### src/design/addr_gen_pkg.sv
/*
 * Shared constants, types and decode helpers for the data memory
 * operand address generator.
 * Assumes a 12-bit linear data space with the pointer SFR block
 * placed just below the top of memory.
 */
package addr_gen_pkg;

    localparam int ADDR_W = 12;
    localparam int DATA_W = 8;
    localparam int PAIR_COUNT = 3;

    // pointer SFR block: pair n occupies base - 8*n down to base - 8*n - 6
    localparam logic [11:0] PAIR0_BASE = 12'hfef;
    localparam logic [11:0] PAIR_STRIDE = 12'h008;
    localparam logic [11:0] INDIRECT_ONE_ADDR = 12'hfe7;

    // slot = distance below the pair's base address
    localparam logic [2:0] SLOT_PLAIN = 3'h0;
    localparam logic [2:0] SLOT_POST_INCREMENT_OPERAND = 3'h1;
    localparam logic [2:0] SLOT_POST_DECREMENT_OPERAND = 3'h2;
    localparam logic [2:0] SLOT_PRE_INCREMENT_OPERAND = 3'h3;
    localparam logic [2:0] SLOT_OFFSET_BY_WORKING_OPERAND = 3'h4;
    localparam logic [2:0] SLOT_HIGH = 3'h5;
    localparam logic [2:0] SLOT_LOW = 3'h6;

    localparam logic [11:0] PTR_RESET = 12'h000;
    localparam logic [11:0] PTR_STEP = 12'h001;
    localparam logic [3:0] HIGH_UNUSED_FILL = 4'h0;
    localparam logic [7:0] RD_NULL = 8'h00;

    localparam logic [7:0] ACCESS_SPLIT = 8'h60;
    localparam logic [7:0] LITERAL_OFFSET_MAX = 8'h5f;
    localparam logic [3:0] FORCED_BANK = 4'hf;
    localparam logic [3:0] LOW_BANK = 4'h0;

    typedef enum logic [4:0] {
        PTR_HOLD = 5'b00001,
        PTR_INC = 5'b00010,
        PTR_DEC = 5'b00100,
        PTR_WR_LO = 5'b01000,
        PTR_WR_HI = 5'b10000
    } ptr_op_t;

    typedef enum logic [1:0] {
        ST_IDLE = 2'b01,
        ST_ACCESS = 2'b10
    } state_t;

    typedef struct packed {
        logic hit;
        logic [1:0] pair;
        logic [2:0] slot;
    } sfr_class_t;

    function automatic sfr_class_t classify(input logic [11:0] addr);
        sfr_class_t c;
        logic [11:0] diff;
        c = '0;
        diff = '0;
        for (int n = 0; n < PAIR_COUNT; n++)
        begin
            diff = 12'(PAIR0_BASE - 12'(n * PAIR_STRIDE) - addr);
            if (diff <= 12'(SLOT_LOW))
            begin
                c.hit = 1'b1;
                c.pair = 2'(n);
                c.slot = diff[2:0];
            end
        end
        return c;
    endfunction

    function automatic logic is_virtual(input logic [2:0] slot);
        return slot <= SLOT_OFFSET_BY_WORKING_OPERAND;
    endfunction

endpackage

### src/design/pointer_pair.sv
/*
 * One 12-bit pointer pair with byte writes and whole-pair step.
 * Assumes the caller issues at most one operation per clock.
 */
`timescale 1ns/1ps
`default_nettype none
module pointer_pair (
    input wire logic clk,
    input wire logic srst,
    input wire addr_gen_pkg::ptr_op_t op,
    input wire logic [7:0] wdata,
    output logic [11:0] ptr
);
    import addr_gen_pkg::*;

    typedef struct packed {
        logic [11:0] ptr;
    } pair_state_t;

    pair_state_t st_r;
    pair_state_t st_nxt;

    always_comb
    begin
        st_nxt = st_r;
        unique case (op)
            PTR_HOLD:
            begin
                st_nxt.ptr = st_r.ptr;
            end
            // full 12-bit step, low byte carries into high, wraps at the ends
            PTR_INC:
            begin
                st_nxt.ptr = 12'(st_r.ptr + PTR_STEP);
            end
            PTR_DEC:
            begin
                st_nxt.ptr = 12'(st_r.ptr - PTR_STEP);
            end
            PTR_WR_LO:
            begin
                st_nxt.ptr = {st_r.ptr[11:8], wdata};
            end
            // only the low nibble of the high byte is kept
            PTR_WR_HI:
            begin
                st_nxt.ptr = {wdata[3:0], st_r.ptr[7:0]};
            end
            default:
            begin
                st_nxt.ptr = st_r.ptr;
            end
        endcase
    end

    always_ff @(posedge clk)
    begin
        if (srst)
            st_r <= '{ptr: PTR_RESET};
        else
            st_r <= st_nxt;
    end

    assign ptr = st_r.ptr;

endmodule
`default_nettype wire

### src/design/operand_address_former.sv
/*
 * Forms the direct operand address from the access bit, file address,
 * bank select and the extended literal offset mode.
 * Purely combinational; inputs are held by the caller for the request cycle.
 */
`timescale 1ns/1ps
`default_nettype none
module operand_address_former (
    input wire logic access_bit,
    input wire logic [7:0] file_addr,
    input wire logic [3:0] bank_select_register,
    input wire logic extended_instruction_config_bit,
    input wire logic [11:0] pair_two_ptr,
    output logic [11:0] direct_addr
);
    import addr_gen_pkg::*;

    always_comb
    begin
        if (access_bit)
            direct_addr = {bank_select_register, file_addr};
        else if (extended_instruction_config_bit && file_addr <= LITERAL_OFFSET_MAX)
            direct_addr = 12'(pair_two_ptr + {4'h0, file_addr});
        else if (file_addr >= ACCESS_SPLIT)
            direct_addr = {FORCED_BANK, file_addr};
        else
            direct_addr = {LOW_BANK, file_addr};
    end

endmodule
`default_nettype wire

### src/design/data_memory_address_generator.sv
/*
 * Operand address generator: direct, banked, literal-offset and
 * pointer-indirect access to the 12-bit data space, including the
 * three pointer pairs mapped as special function registers.
 * Assumes the data RAM answers a read combinationally in the cycle its
 * read strobe is high, and that the core waits for req_ready.
 */
`timescale 1ns/1ps
`default_nettype none
// Notes on behaviour
// - three pointer pairs, each 12 bits wide
// - plain operand reads pointer target, pointer unchanged
// - indirect address ignores bank and access bit
// - post-decrement uses pointer then subtracts one
// - post-increment uses pointer then adds one
// - pre-increment adds one then uses pointer
// - offset operand adds signed working register
// - steps act on whole pair with carry
// - pointer steps never touch status flags
// - pointer at virtual operand: read zero, write ignored
// - own-pair write through operand skips stepping
// - pointer bytes reachable by direct addressing
// - indirect access reaches other special registers
// - extended behaviour only when config bit set
// - extended, access bit 0, low address: pair two offset
// - extended, access bit 0, high address: forced bank
// - access bit 1 uses bank select always
// - extended mode leaves pairs zero, one unchanged
// - access bit chooses bank select or access bank
module data_memory_address_generator (
    input wire logic clk,
    input wire logic srst,
    input wire logic req_valid,
    input wire logic req_write,
    input wire logic access_bit,
    input wire logic [7:0] file_addr,
    input wire logic [7:0] work_reg,
    input wire logic [3:0] bank_select_register,
    input wire logic extended_instruction_config_bit,
    input wire logic [7:0] req_wdata,
    output logic req_ready,
    output logic done,
    output logic [7:0] rd_data,
    output logic [11:0] mem_addr,
    output logic mem_re,
    output logic mem_we,
    output logic [7:0] mem_wdata,
    input wire logic [7:0] mem_rdata
);
    import addr_gen_pkg::*;

    typedef struct packed {
        state_t state;
        logic ready;
        logic done;
        logic mem_re;
        logic mem_we;
        logic [11:0] mem_addr;
        logic [7:0] mem_wdata;
        logic [7:0] rd_data;
        logic rd_from_mem;
    } ctl_t;

    ctl_t st_r;
    ctl_t st_nxt;

    logic [11:0] ptr_q [PAIR_COUNT];
    ptr_op_t ptr_op [PAIR_COUNT];
    logic [11:0] direct_addr;
    logic [11:0] ind_ptr;
    logic [11:0] eff_addr;
    sfr_class_t dir_class;
    sfr_class_t eff_class;
    logic ind_access;
    logic eff_virtual;
    logic req_fire;

    function automatic logic [7:0] ptr_byte(input logic [11:0] p, input logic [2:0] slot);
        return (slot == SLOT_HIGH) ? {HIGH_UNUSED_FILL, p[11:8]} : p[7:0];
    endfunction

    function automatic ptr_op_t byte_write_op(input logic [2:0] slot);
        return (slot == SLOT_HIGH) ? PTR_WR_HI : PTR_WR_LO;
    endfunction

    genvar gi;
    generate
        for (gi = 0; gi < PAIR_COUNT; gi++)
        begin : g_pair
            pointer_pair u_pair (
                .clk(clk),
                .srst(srst),
                .op(ptr_op[gi]),
                .wdata(req_wdata),
                .ptr(ptr_q[gi])
            );
        end
    endgenerate

    operand_address_former u_former (
        .access_bit(access_bit),
        .file_addr(file_addr),
        .bank_select_register(bank_select_register),
        .extended_instruction_config_bit(extended_instruction_config_bit),
        .pair_two_ptr(ptr_q[2]),
        .direct_addr(direct_addr)
    );

    assign req_fire = req_valid && st_r.ready;
    assign dir_class = classify(direct_addr);
    assign ind_access = dir_class.hit && is_virtual(dir_class.slot);
    // indirect target comes from the pointer alone; bank and access bit play no part
    assign ind_ptr = ptr_q[dir_class.pair];
    assign eff_addr = (dir_class.slot == SLOT_PRE_INCREMENT_OPERAND) ? 12'(ind_ptr + PTR_STEP)
                    : (dir_class.slot == SLOT_OFFSET_BY_WORKING_OPERAND) ? 12'(ind_ptr + {{4{work_reg[7]}}, work_reg})
                    : ind_ptr;
    assign eff_class = classify(eff_addr);
    assign eff_virtual = eff_class.hit && is_virtual(eff_class.slot);

    always_comb
    begin
        st_nxt = st_r;
        st_nxt.done = 1'b0;
        st_nxt.mem_re = 1'b0;
        st_nxt.mem_we = 1'b0;
        for (int n = 0; n < PAIR_COUNT; n++)
            ptr_op[n] = PTR_HOLD;
        unique case (st_r.state)
            ST_IDLE:
            begin
                if (req_valid)
                begin
                    st_nxt.state = ST_ACCESS;
                    st_nxt.ready = 1'b0;
                    st_nxt.rd_from_mem = 1'b0;
                    st_nxt.rd_data = RD_NULL;
                    st_nxt.mem_wdata = req_wdata;
                    st_nxt.mem_addr = direct_addr;
                    if (ind_access)
                    begin
                        // steps are applied on the request edge, flags are never driven here
                        if (!eff_virtual && (dir_class.slot == SLOT_POST_INCREMENT_OPERAND || dir_class.slot == SLOT_PRE_INCREMENT_OPERAND))
                            ptr_op[dir_class.pair] = PTR_INC;
                        else if (!eff_virtual && dir_class.slot == SLOT_POST_DECREMENT_OPERAND)
                            ptr_op[dir_class.pair] = PTR_DEC;
                        st_nxt.mem_addr = eff_addr;
                        if (eff_virtual)
                        begin
                            // pointer aimed at a virtual operand: nothing happens
                            st_nxt.rd_data = RD_NULL;
                        end
                        else if (eff_class.hit)
                        begin
                            // byte of a pair reached indirectly; a write replaces the step only when it lands in the stepped pair
                            if (req_write)
                                ptr_op[eff_class.pair] = byte_write_op(eff_class.slot);
                            else
                                st_nxt.rd_data = ptr_byte(ptr_q[eff_class.pair], eff_class.slot);
                        end
                        else
                        begin
                            st_nxt.mem_re = !req_write;
                            st_nxt.mem_we = req_write;
                            st_nxt.rd_from_mem = !req_write;
                        end
                    end
                    else if (dir_class.hit)
                    begin
                        if (req_write)
                            ptr_op[dir_class.pair] = byte_write_op(dir_class.slot);
                        else
                            st_nxt.rd_data = ptr_byte(ptr_q[dir_class.pair], dir_class.slot);
                    end
                    else
                    begin
                        st_nxt.mem_re = !req_write;
                        st_nxt.mem_we = req_write;
                        st_nxt.rd_from_mem = !req_write;
                    end
                end
            end
            ST_ACCESS:
            begin
                st_nxt.state = ST_IDLE;
                st_nxt.ready = 1'b1;
                st_nxt.done = 1'b1;
                if (st_r.rd_from_mem)
                    st_nxt.rd_data = mem_rdata;
            end
            default:
            begin
                st_nxt.state = ST_IDLE;
                st_nxt.ready = 1'b1;
            end
        endcase
    end

    always_ff @(posedge clk)
    begin
        if (srst)
            st_r <= '{state: ST_IDLE, ready: 1'b1, default: '0};
        else
            st_r <= st_nxt;
    end

    assign req_ready = st_r.ready;
    assign done = st_r.done;
    assign rd_data = st_r.rd_data;
    assign mem_addr = st_r.mem_addr;
    assign mem_re = st_r.mem_re;
    assign mem_we = st_r.mem_we;
    assign mem_wdata = st_r.mem_wdata;

    logic mem_target;
    assign mem_target = ind_access ? !eff_class.hit : !dir_class.hit;
endmodule
`default_nettype wire

### config.mk
export PLATFORM = sky130hd
export DESIGN_NAME = data_memory_address_generator
export DESIGN_NICKNAME = d
export VERILOG_FILES = /design/src/design/addr_gen_pkg.sv /design/src/design/pointer_pair.sv /design/src/design/operand_address_former.sv /design/src/design/data_memory_address_generator.sv
export SDC_FILE = /design/constraint.sdc
export NUM_CORES = 1
export LEC_CHECK = 0
export BUFFER_PORTS_ARGS = -buffer_cell sky130_fd_sc_hd__buf_2
export CAP_MARGIN = 10
export CORE_AREA = 5 5 102 175
export DETAILED_ROUTE_END_ITERATION = 8
export DIE_AREA = 0 0 107 180
export MAX_ROUTING_LAYER = met4
export PLACE_DENSITY = 0.85
export SLEW_MARGIN = 0
export SYNTH_ARGS = -nofsm -noshare
export SYNTH_HDL_FRONTEND = slang
export SYNTH_HIERARCHICAL = 1
export SYNTH_SLANG_ARGS = --single-unit
export TNS_END_PERCENT = 50
### constraint.sdc
create_clock -name clk -period 23.6 [get_ports clk]
set_input_delay 1.18 -clock clk [delete_from_list [all_inputs] [get_ports clk]]
set_output_delay 1.18 -clock clk [all_outputs]
set_load 0.1 [all_outputs]
==> impl_metrics.prom <==
# TYPE chip_impl_metric gauge
chip_impl_info{name="run_status",value="finished, final reports clean"} 1
chip_impl_metric{name="finalSetupViolCount",unit=""} 0
chip_impl_metric{name="clock_skew",unit="ns"} 0.0136
chip_impl_info{name="criticalPathCategory",value="in -> reg"} 1
chip_impl_metric{name="fraction_of_layout_cells_with_a_size_suffix_above_1",unit=""} 0.145
chip_impl_metric{name="route.detailed.drc",unit=""} 0
chip_impl_metric{name="mappedNetlistArea",unit="mm2"} 0.00869
chip_impl_metric{name="drv_slew",unit=""} 0
chip_impl_metric{name="fin_tns_setup",unit="ns"} 0
chip_impl_metric{name="nets",unit=""} 1283
chip_impl_metric{name="synth_enable_flop_cells",unit=""} 0
chip_impl_metric{name="min_path_cells",unit=""} 2
chip_impl_metric{name="synthDistinctLibCells",unit=""} 100
chip_impl_metric{name="grt_use_total",unit=""} 0.320
chip_impl_metric{name="finalCoreUtilization",unit=""} 0.565
chip_impl_metric{name="finish.cell_count_without_fillers",unit=""} 1366
chip_impl_metric{name="r2r_slack",unit="ns"} 12.00
chip_impl_metric{name="floorplan.core_area",unit="mm2"} 0.0163
chip_impl_metric{name="maximum_number_of_pins_on_one_net_before_global_route_repair",unit=""} 76
chip_impl_metric{name="grt_pass1_wl",unit="mm"} 47.6
chip_impl_info{name="tritoncts_clock_tree",value="done"} 1
chip_impl_info{name="holdCritStartpoint",value="mem_wdata[3]"} 1
chip_impl_metric{name="cap_violations",unit=""} 0
chip_impl_metric{name="drt-initial-drc-count",unit=""} 655
chip_impl_metric{name="synthDominantCellAreaShare",unit=""} 0.161
chip_impl_metric{name="clk_path_buf_depth",unit=""} 2
chip_impl_metric{name="synth_area_per_inst",unit="um2"} 7.53
chip_impl_metric{name="ant_nets",unit=""} 0
chip_impl_metric{name="clock_latency",unit="ns"} 0.34
chip_impl_metric{name="hold_viol",unit=""} 0
chip_impl_info{name="hold_end",value="mem_wdata[3]"} 1
chip_impl_metric{name="cts.sink_count",unit=""} 70
chip_impl_metric{name="dpl_wire_length",unit="mm"} 23.7
chip_impl_metric{name="clock_slew_at_reported_path_ffs",unit="ns"} 0.06
chip_impl_metric{name="post-route-min-period",unit="ns"} 11.86
chip_impl_metric{name="grt_remaining_overflow",unit=""} 0
chip_impl_metric{name="fin_total_pwr",unit="W"} 0.000346
chip_impl_info{name="synthTopCellsByArea",value="sky130_fd_sc_hd__dfxtp_1, sky130_fd_sc_hd__ha_1, sky130_fd_sc_hd__nor2_1"} 1
chip_impl_info{name="cp_top_family",value="compound AO/OA/AOI/OAI gates"} 1
chip_impl_metric{name="p_leak",unit="nW"} 4.00
chip_impl_info{name="critical_path.slowest_cell",value="sky130_fd_sc_hd__nor3_1"} 1
chip_impl_metric{name="port-buffer-count",unit=""} 73
chip_impl_metric{name="grt_pass1_vias",unit=""} 9183
chip_impl_metric{name="wire_per_inst",unit="um"} 22.2
chip_impl_metric{name="final.period_utilization",unit=""} 0.503
chip_impl_metric{name="power.ir.vdd_worst",unit="uV"} 28.8
chip_impl_metric{name="design_area_final",unit="mm2"} 0.00921
chip_impl_metric{name="die-width",unit="um"} 107
chip_impl_metric{name="worst_case_reg_to_reg_path_depth",unit=""} 38
chip_impl_metric{name="placedInstanceArea",unit="mm2"} 0.00890
chip_impl_info{name="synth.most_common_cell",value="sky130_fd_sc_hd__nor2_1"} 1
chip_impl_info{name="synthFlopType",value="sky130_fd_sc_hd__dfxtp_1"} 1
chip_impl_info{name="cpMostUsedCell",value="sky130_fd_sc_hd__ha_1"} 1
chip_impl_metric{name="cts-hold-fix-buffers",unit=""} 0
chip_impl_metric{name="cts-buffers-inserted",unit=""} 9
chip_impl_metric{name="clock.fmax",unit="MHz"} 84.3
chip_impl_info{name="r2r-start",value="g_pair[2].u_pair/ptr[0]"} 1
chip_impl_metric{name="synth_nets",unit=""} 1271
chip_impl_metric{name="cp.arrival",unit="ns"} 12.15
chip_impl_metric{name="postRouteWirelength",unit="mm"} 30.4
chip_impl_info{name="synth_top_area_cell",value="sky130_fd_sc_hd__dfxtp_1"} 1
chip_impl_metric{name="num_vias",unit=""} 9273
chip_impl_metric{name="postSynthRegisterBits",unit=""} 70
chip_impl_metric{name="yosysWarningCount",unit=""} 6
chip_impl_metric{name="pin_count",unit=""} 74
chip_impl_metric{name="grt_antenna_before_repair",unit=""} 2
chip_impl_info{name="crit_path_end_kind",value="flop"} 1
chip_impl_info{name="class_of_the_most_critical_hold_timing_path",value="reg -> reg"} 1
chip_impl_metric{name="synth.yosys.seq_area_share",unit=""} 0.161
chip_impl_metric{name="number_of_placed_instances_with_taps_included",unit=""} 1348
chip_impl_metric{name="buffers_and_inverters_on_the_worst_path",unit=""} 4
chip_impl_metric{name="routed_via_density",unit=""} 6.79
chip_impl_info{name="root_buffer",value="sky130_fd_sc_hd__clkbuf_16"} 1
chip_impl_info{name="yosys-top-cells-count",value="sky130_fd_sc_hd__nor2_1, sky130_fd_sc_hd__nand2_1, sky130_fd_sc_hd__dfxtp_1"} 1
chip_impl_metric{name="pwr_density_cell",unit="mW/mm2"} 37.5
chip_impl_info{name="rsz0062_at_grt",value="false"} 1
chip_impl_metric{name="worst_pin_slew",unit="ns"} 1.14
chip_impl_metric{name="postSynth.asyncResetShare",unit=""} 0
chip_impl_metric{name="initial_standard_cell_utilization_of_the_core",unit=""} 0.534
chip_impl_metric{name="post_synth_inst_count",unit=""} 1155
chip_impl_metric{name="critPathRequiredTime",unit="ns"} 23.88
chip_impl_metric{name="cts_repair_resize_count",unit=""} 0
chip_impl_metric{name="maxSlewHeadroom",unit=""} 0.231
chip_impl_metric{name="cts_max_level",unit=""} 3
chip_impl_metric{name="worst-path-max-fanout",unit=""} 14
chip_impl_info{name="worstSetupStartpointType",value="input pin"} 1
chip_impl_metric{name="gp_routability_congestion",unit=""} 1.05
chip_impl_metric{name="fp.dieH",unit="um"} 180
chip_impl_metric{name="post-cts-setup-buffers",unit=""} 0
chip_impl_metric{name="slowest_delay",unit="ns"} 0.89
chip_impl_metric{name="drt-pass1-iter-count",unit=""} 5
chip_impl_metric{name="areaGrowthSynthToFinish",unit="%"} 5.94
chip_impl_info{name="regToRegEndpoint",value="g_pair[0].u_pair/ptr[9]"} 1
chip_impl_metric{name="floorplan.rows",unit=""} 62
chip_impl_metric{name="die_outline_area",unit="mm2"} 0.0193
stage by stage:
stage	setup WS, ns	hold slack (ns)
global placement	11.81	0.438
finish	11.74	0.454
global route	10.90	0.472
floorplan	13.30	0.432
CTS	11.82	0.455
detailed placement	11.52	0.446
layer usage:
layer / GRT usage / part of all wire / wire (um)
met2: 0.530 / 0.49 / 14800
met3: 0.0524 / 0.052 / 1590
met1: 0.311 / 0.35 / 10600
met5: - / 0 / 0
met4: 0.296 / 0.11 / 3360
worst min-delay path: stages (launching register included):
cell and delay, ns:
sky130_fd_sc_hd__dfxtp_1 0.31, sky130_fd_sc_hd__nand2_1 0.05, sky130_fd_sc_hd__a21oi_1 0.05
cell usage in the layout, fill, tap and decap left out, types with 9 or more instances in the layout:
cell type / synthesis / routed
sky130_fd_sc_hd__ha_1: 69 / 69
sky130_fd_sc_hd__buf_2: 14 / 73
sky130_fd_sc_hd__a21oi_1: 61 / 61
sky130_fd_sc_hd__inv_1: 45 / 45
sky130_fd_sc_hd__nand3_1: 33 / 33
sky130_fd_sc_hd__nand2_1: 107 / 107
sky130_fd_sc_hd__nor2b_1: 10 / 10
sky130_fd_sc_hd__a31oi_1: 21 / 21
sky130_fd_sc_hd__and2_1: 11 / 11
sky130_fd_sc_hd__nand2b_1: 12 / 12
sky130_fd_sc_hd__a211oi_1: 18 / 18
sky130_fd_sc_hd__and3_1: 14 / 14
sky130_fd_sc_hd__o211ai_1: 20 / 20
sky130_fd_sc_hd__nor3_1: 40 / 40
sky130_fd_sc_hd__mux2i_1: 20 / 20
sky130_fd_sc_hd__o21a_1: 12 / 12
sky130_fd_sc_hd__nor4_1: 10 / 10
sky130_fd_sc_hd__a21o_1: 26 / 26
sky130_fd_sc_hd__o21ai_0: 45 / 45
sky130_fd_sc_hd__nand4_1: 11 / 11
sky130_fd_sc_hd__clkbuf_16: 0 / 9
sky130_fd_sc_hd__a211o_1: 11 / 11
sky130_fd_sc_hd__a22oi_1: 11 / 11
sky130_fd_sc_hd__a221oi_1: 19 / 19
sky130_fd_sc_hd__dfxtp_1: 70 / 70
sky130_fd_sc_hd__xor2_1: 24 / 24
sky130_fd_sc_hd__nor2_1: 138 / 137
sky130_fd_sc_hd__xnor2_1: 32 / 32
cells by family (layout without fill, tap and decap cells):
kind of cell,after synthesis,after routing,synth area share
buffers and inverters,125,142,0.0724
flip-flops,70,70,0.161
other,0,2,0
AND/OR/NAND/NOR,445,445,0.263
adder cells (fa/ha/maj),74,74,0.111
XOR/XNOR,57,57,0.0596
AO/OA/AOI/OAI,354,354,0.296
multiplexers,30,30,0.0364
how the worst max path moves through the flow:
stage / end / startpoint / slack (ns) / depth (start not counted)
floorplan: g_pair[0].u_pair/ptr[9] / file_addr[0] / 13.30 / 37
finish: g_pair[0].u_pair/ptr[9] / file_addr[0] / 11.74 / 39
global route: g_pair[0].u_pair/ptr[9] / file_addr[0] / 10.90 / 40
CTS: g_pair[0].u_pair/ptr[9] / file_addr[0] / 11.82 / 39
global placement: g_pair[0].u_pair/ptr[9] / file_addr[0] / 11.81 / 38
detailed placement: g_pair[0].u_pair/ptr[9] / file_addr[0] / 11.52 / 39
registers in the layout, indices dropped and copies added, names as in the netlist:
name / count
done: 1
g_pair.u_pair/ptr: 36
mem_addr: 12
mem_re: 1
mem_wdata: 8
mem_we: 1
rd_data: 8
st_r: 3
where the power goes:
| part | internal (W) | switching (W) | leakage [nW] |
|---|---|---|---|
| logic | 0.0000183 | 0.0000614 | 3.28 |
| registers | 0.000122 | 0.00000208 | 0.569 |
| clock network | 0.0000853 | 0.0000565 | 0.149 |
| total | 0.000226 | 0.000120 | 4.00 |
final cells by class:
| class | count | area, um2 |
|---|---|---|
| repair buffers | 80 | 418 |
| flip-flops and latches | 70 | 1400 |
| well taps | 192 | 240 |
| diodes | 2 | 5.00 |
| fillers | 1562 | 7080 |
| clock buffers | 10 | 239 |
| clock inverters | 6 | 68.8 |
| inverters | 46 | 173 |
| multi-input cells | 960 | 6670 |
Power figures use the tool's default switching activity.
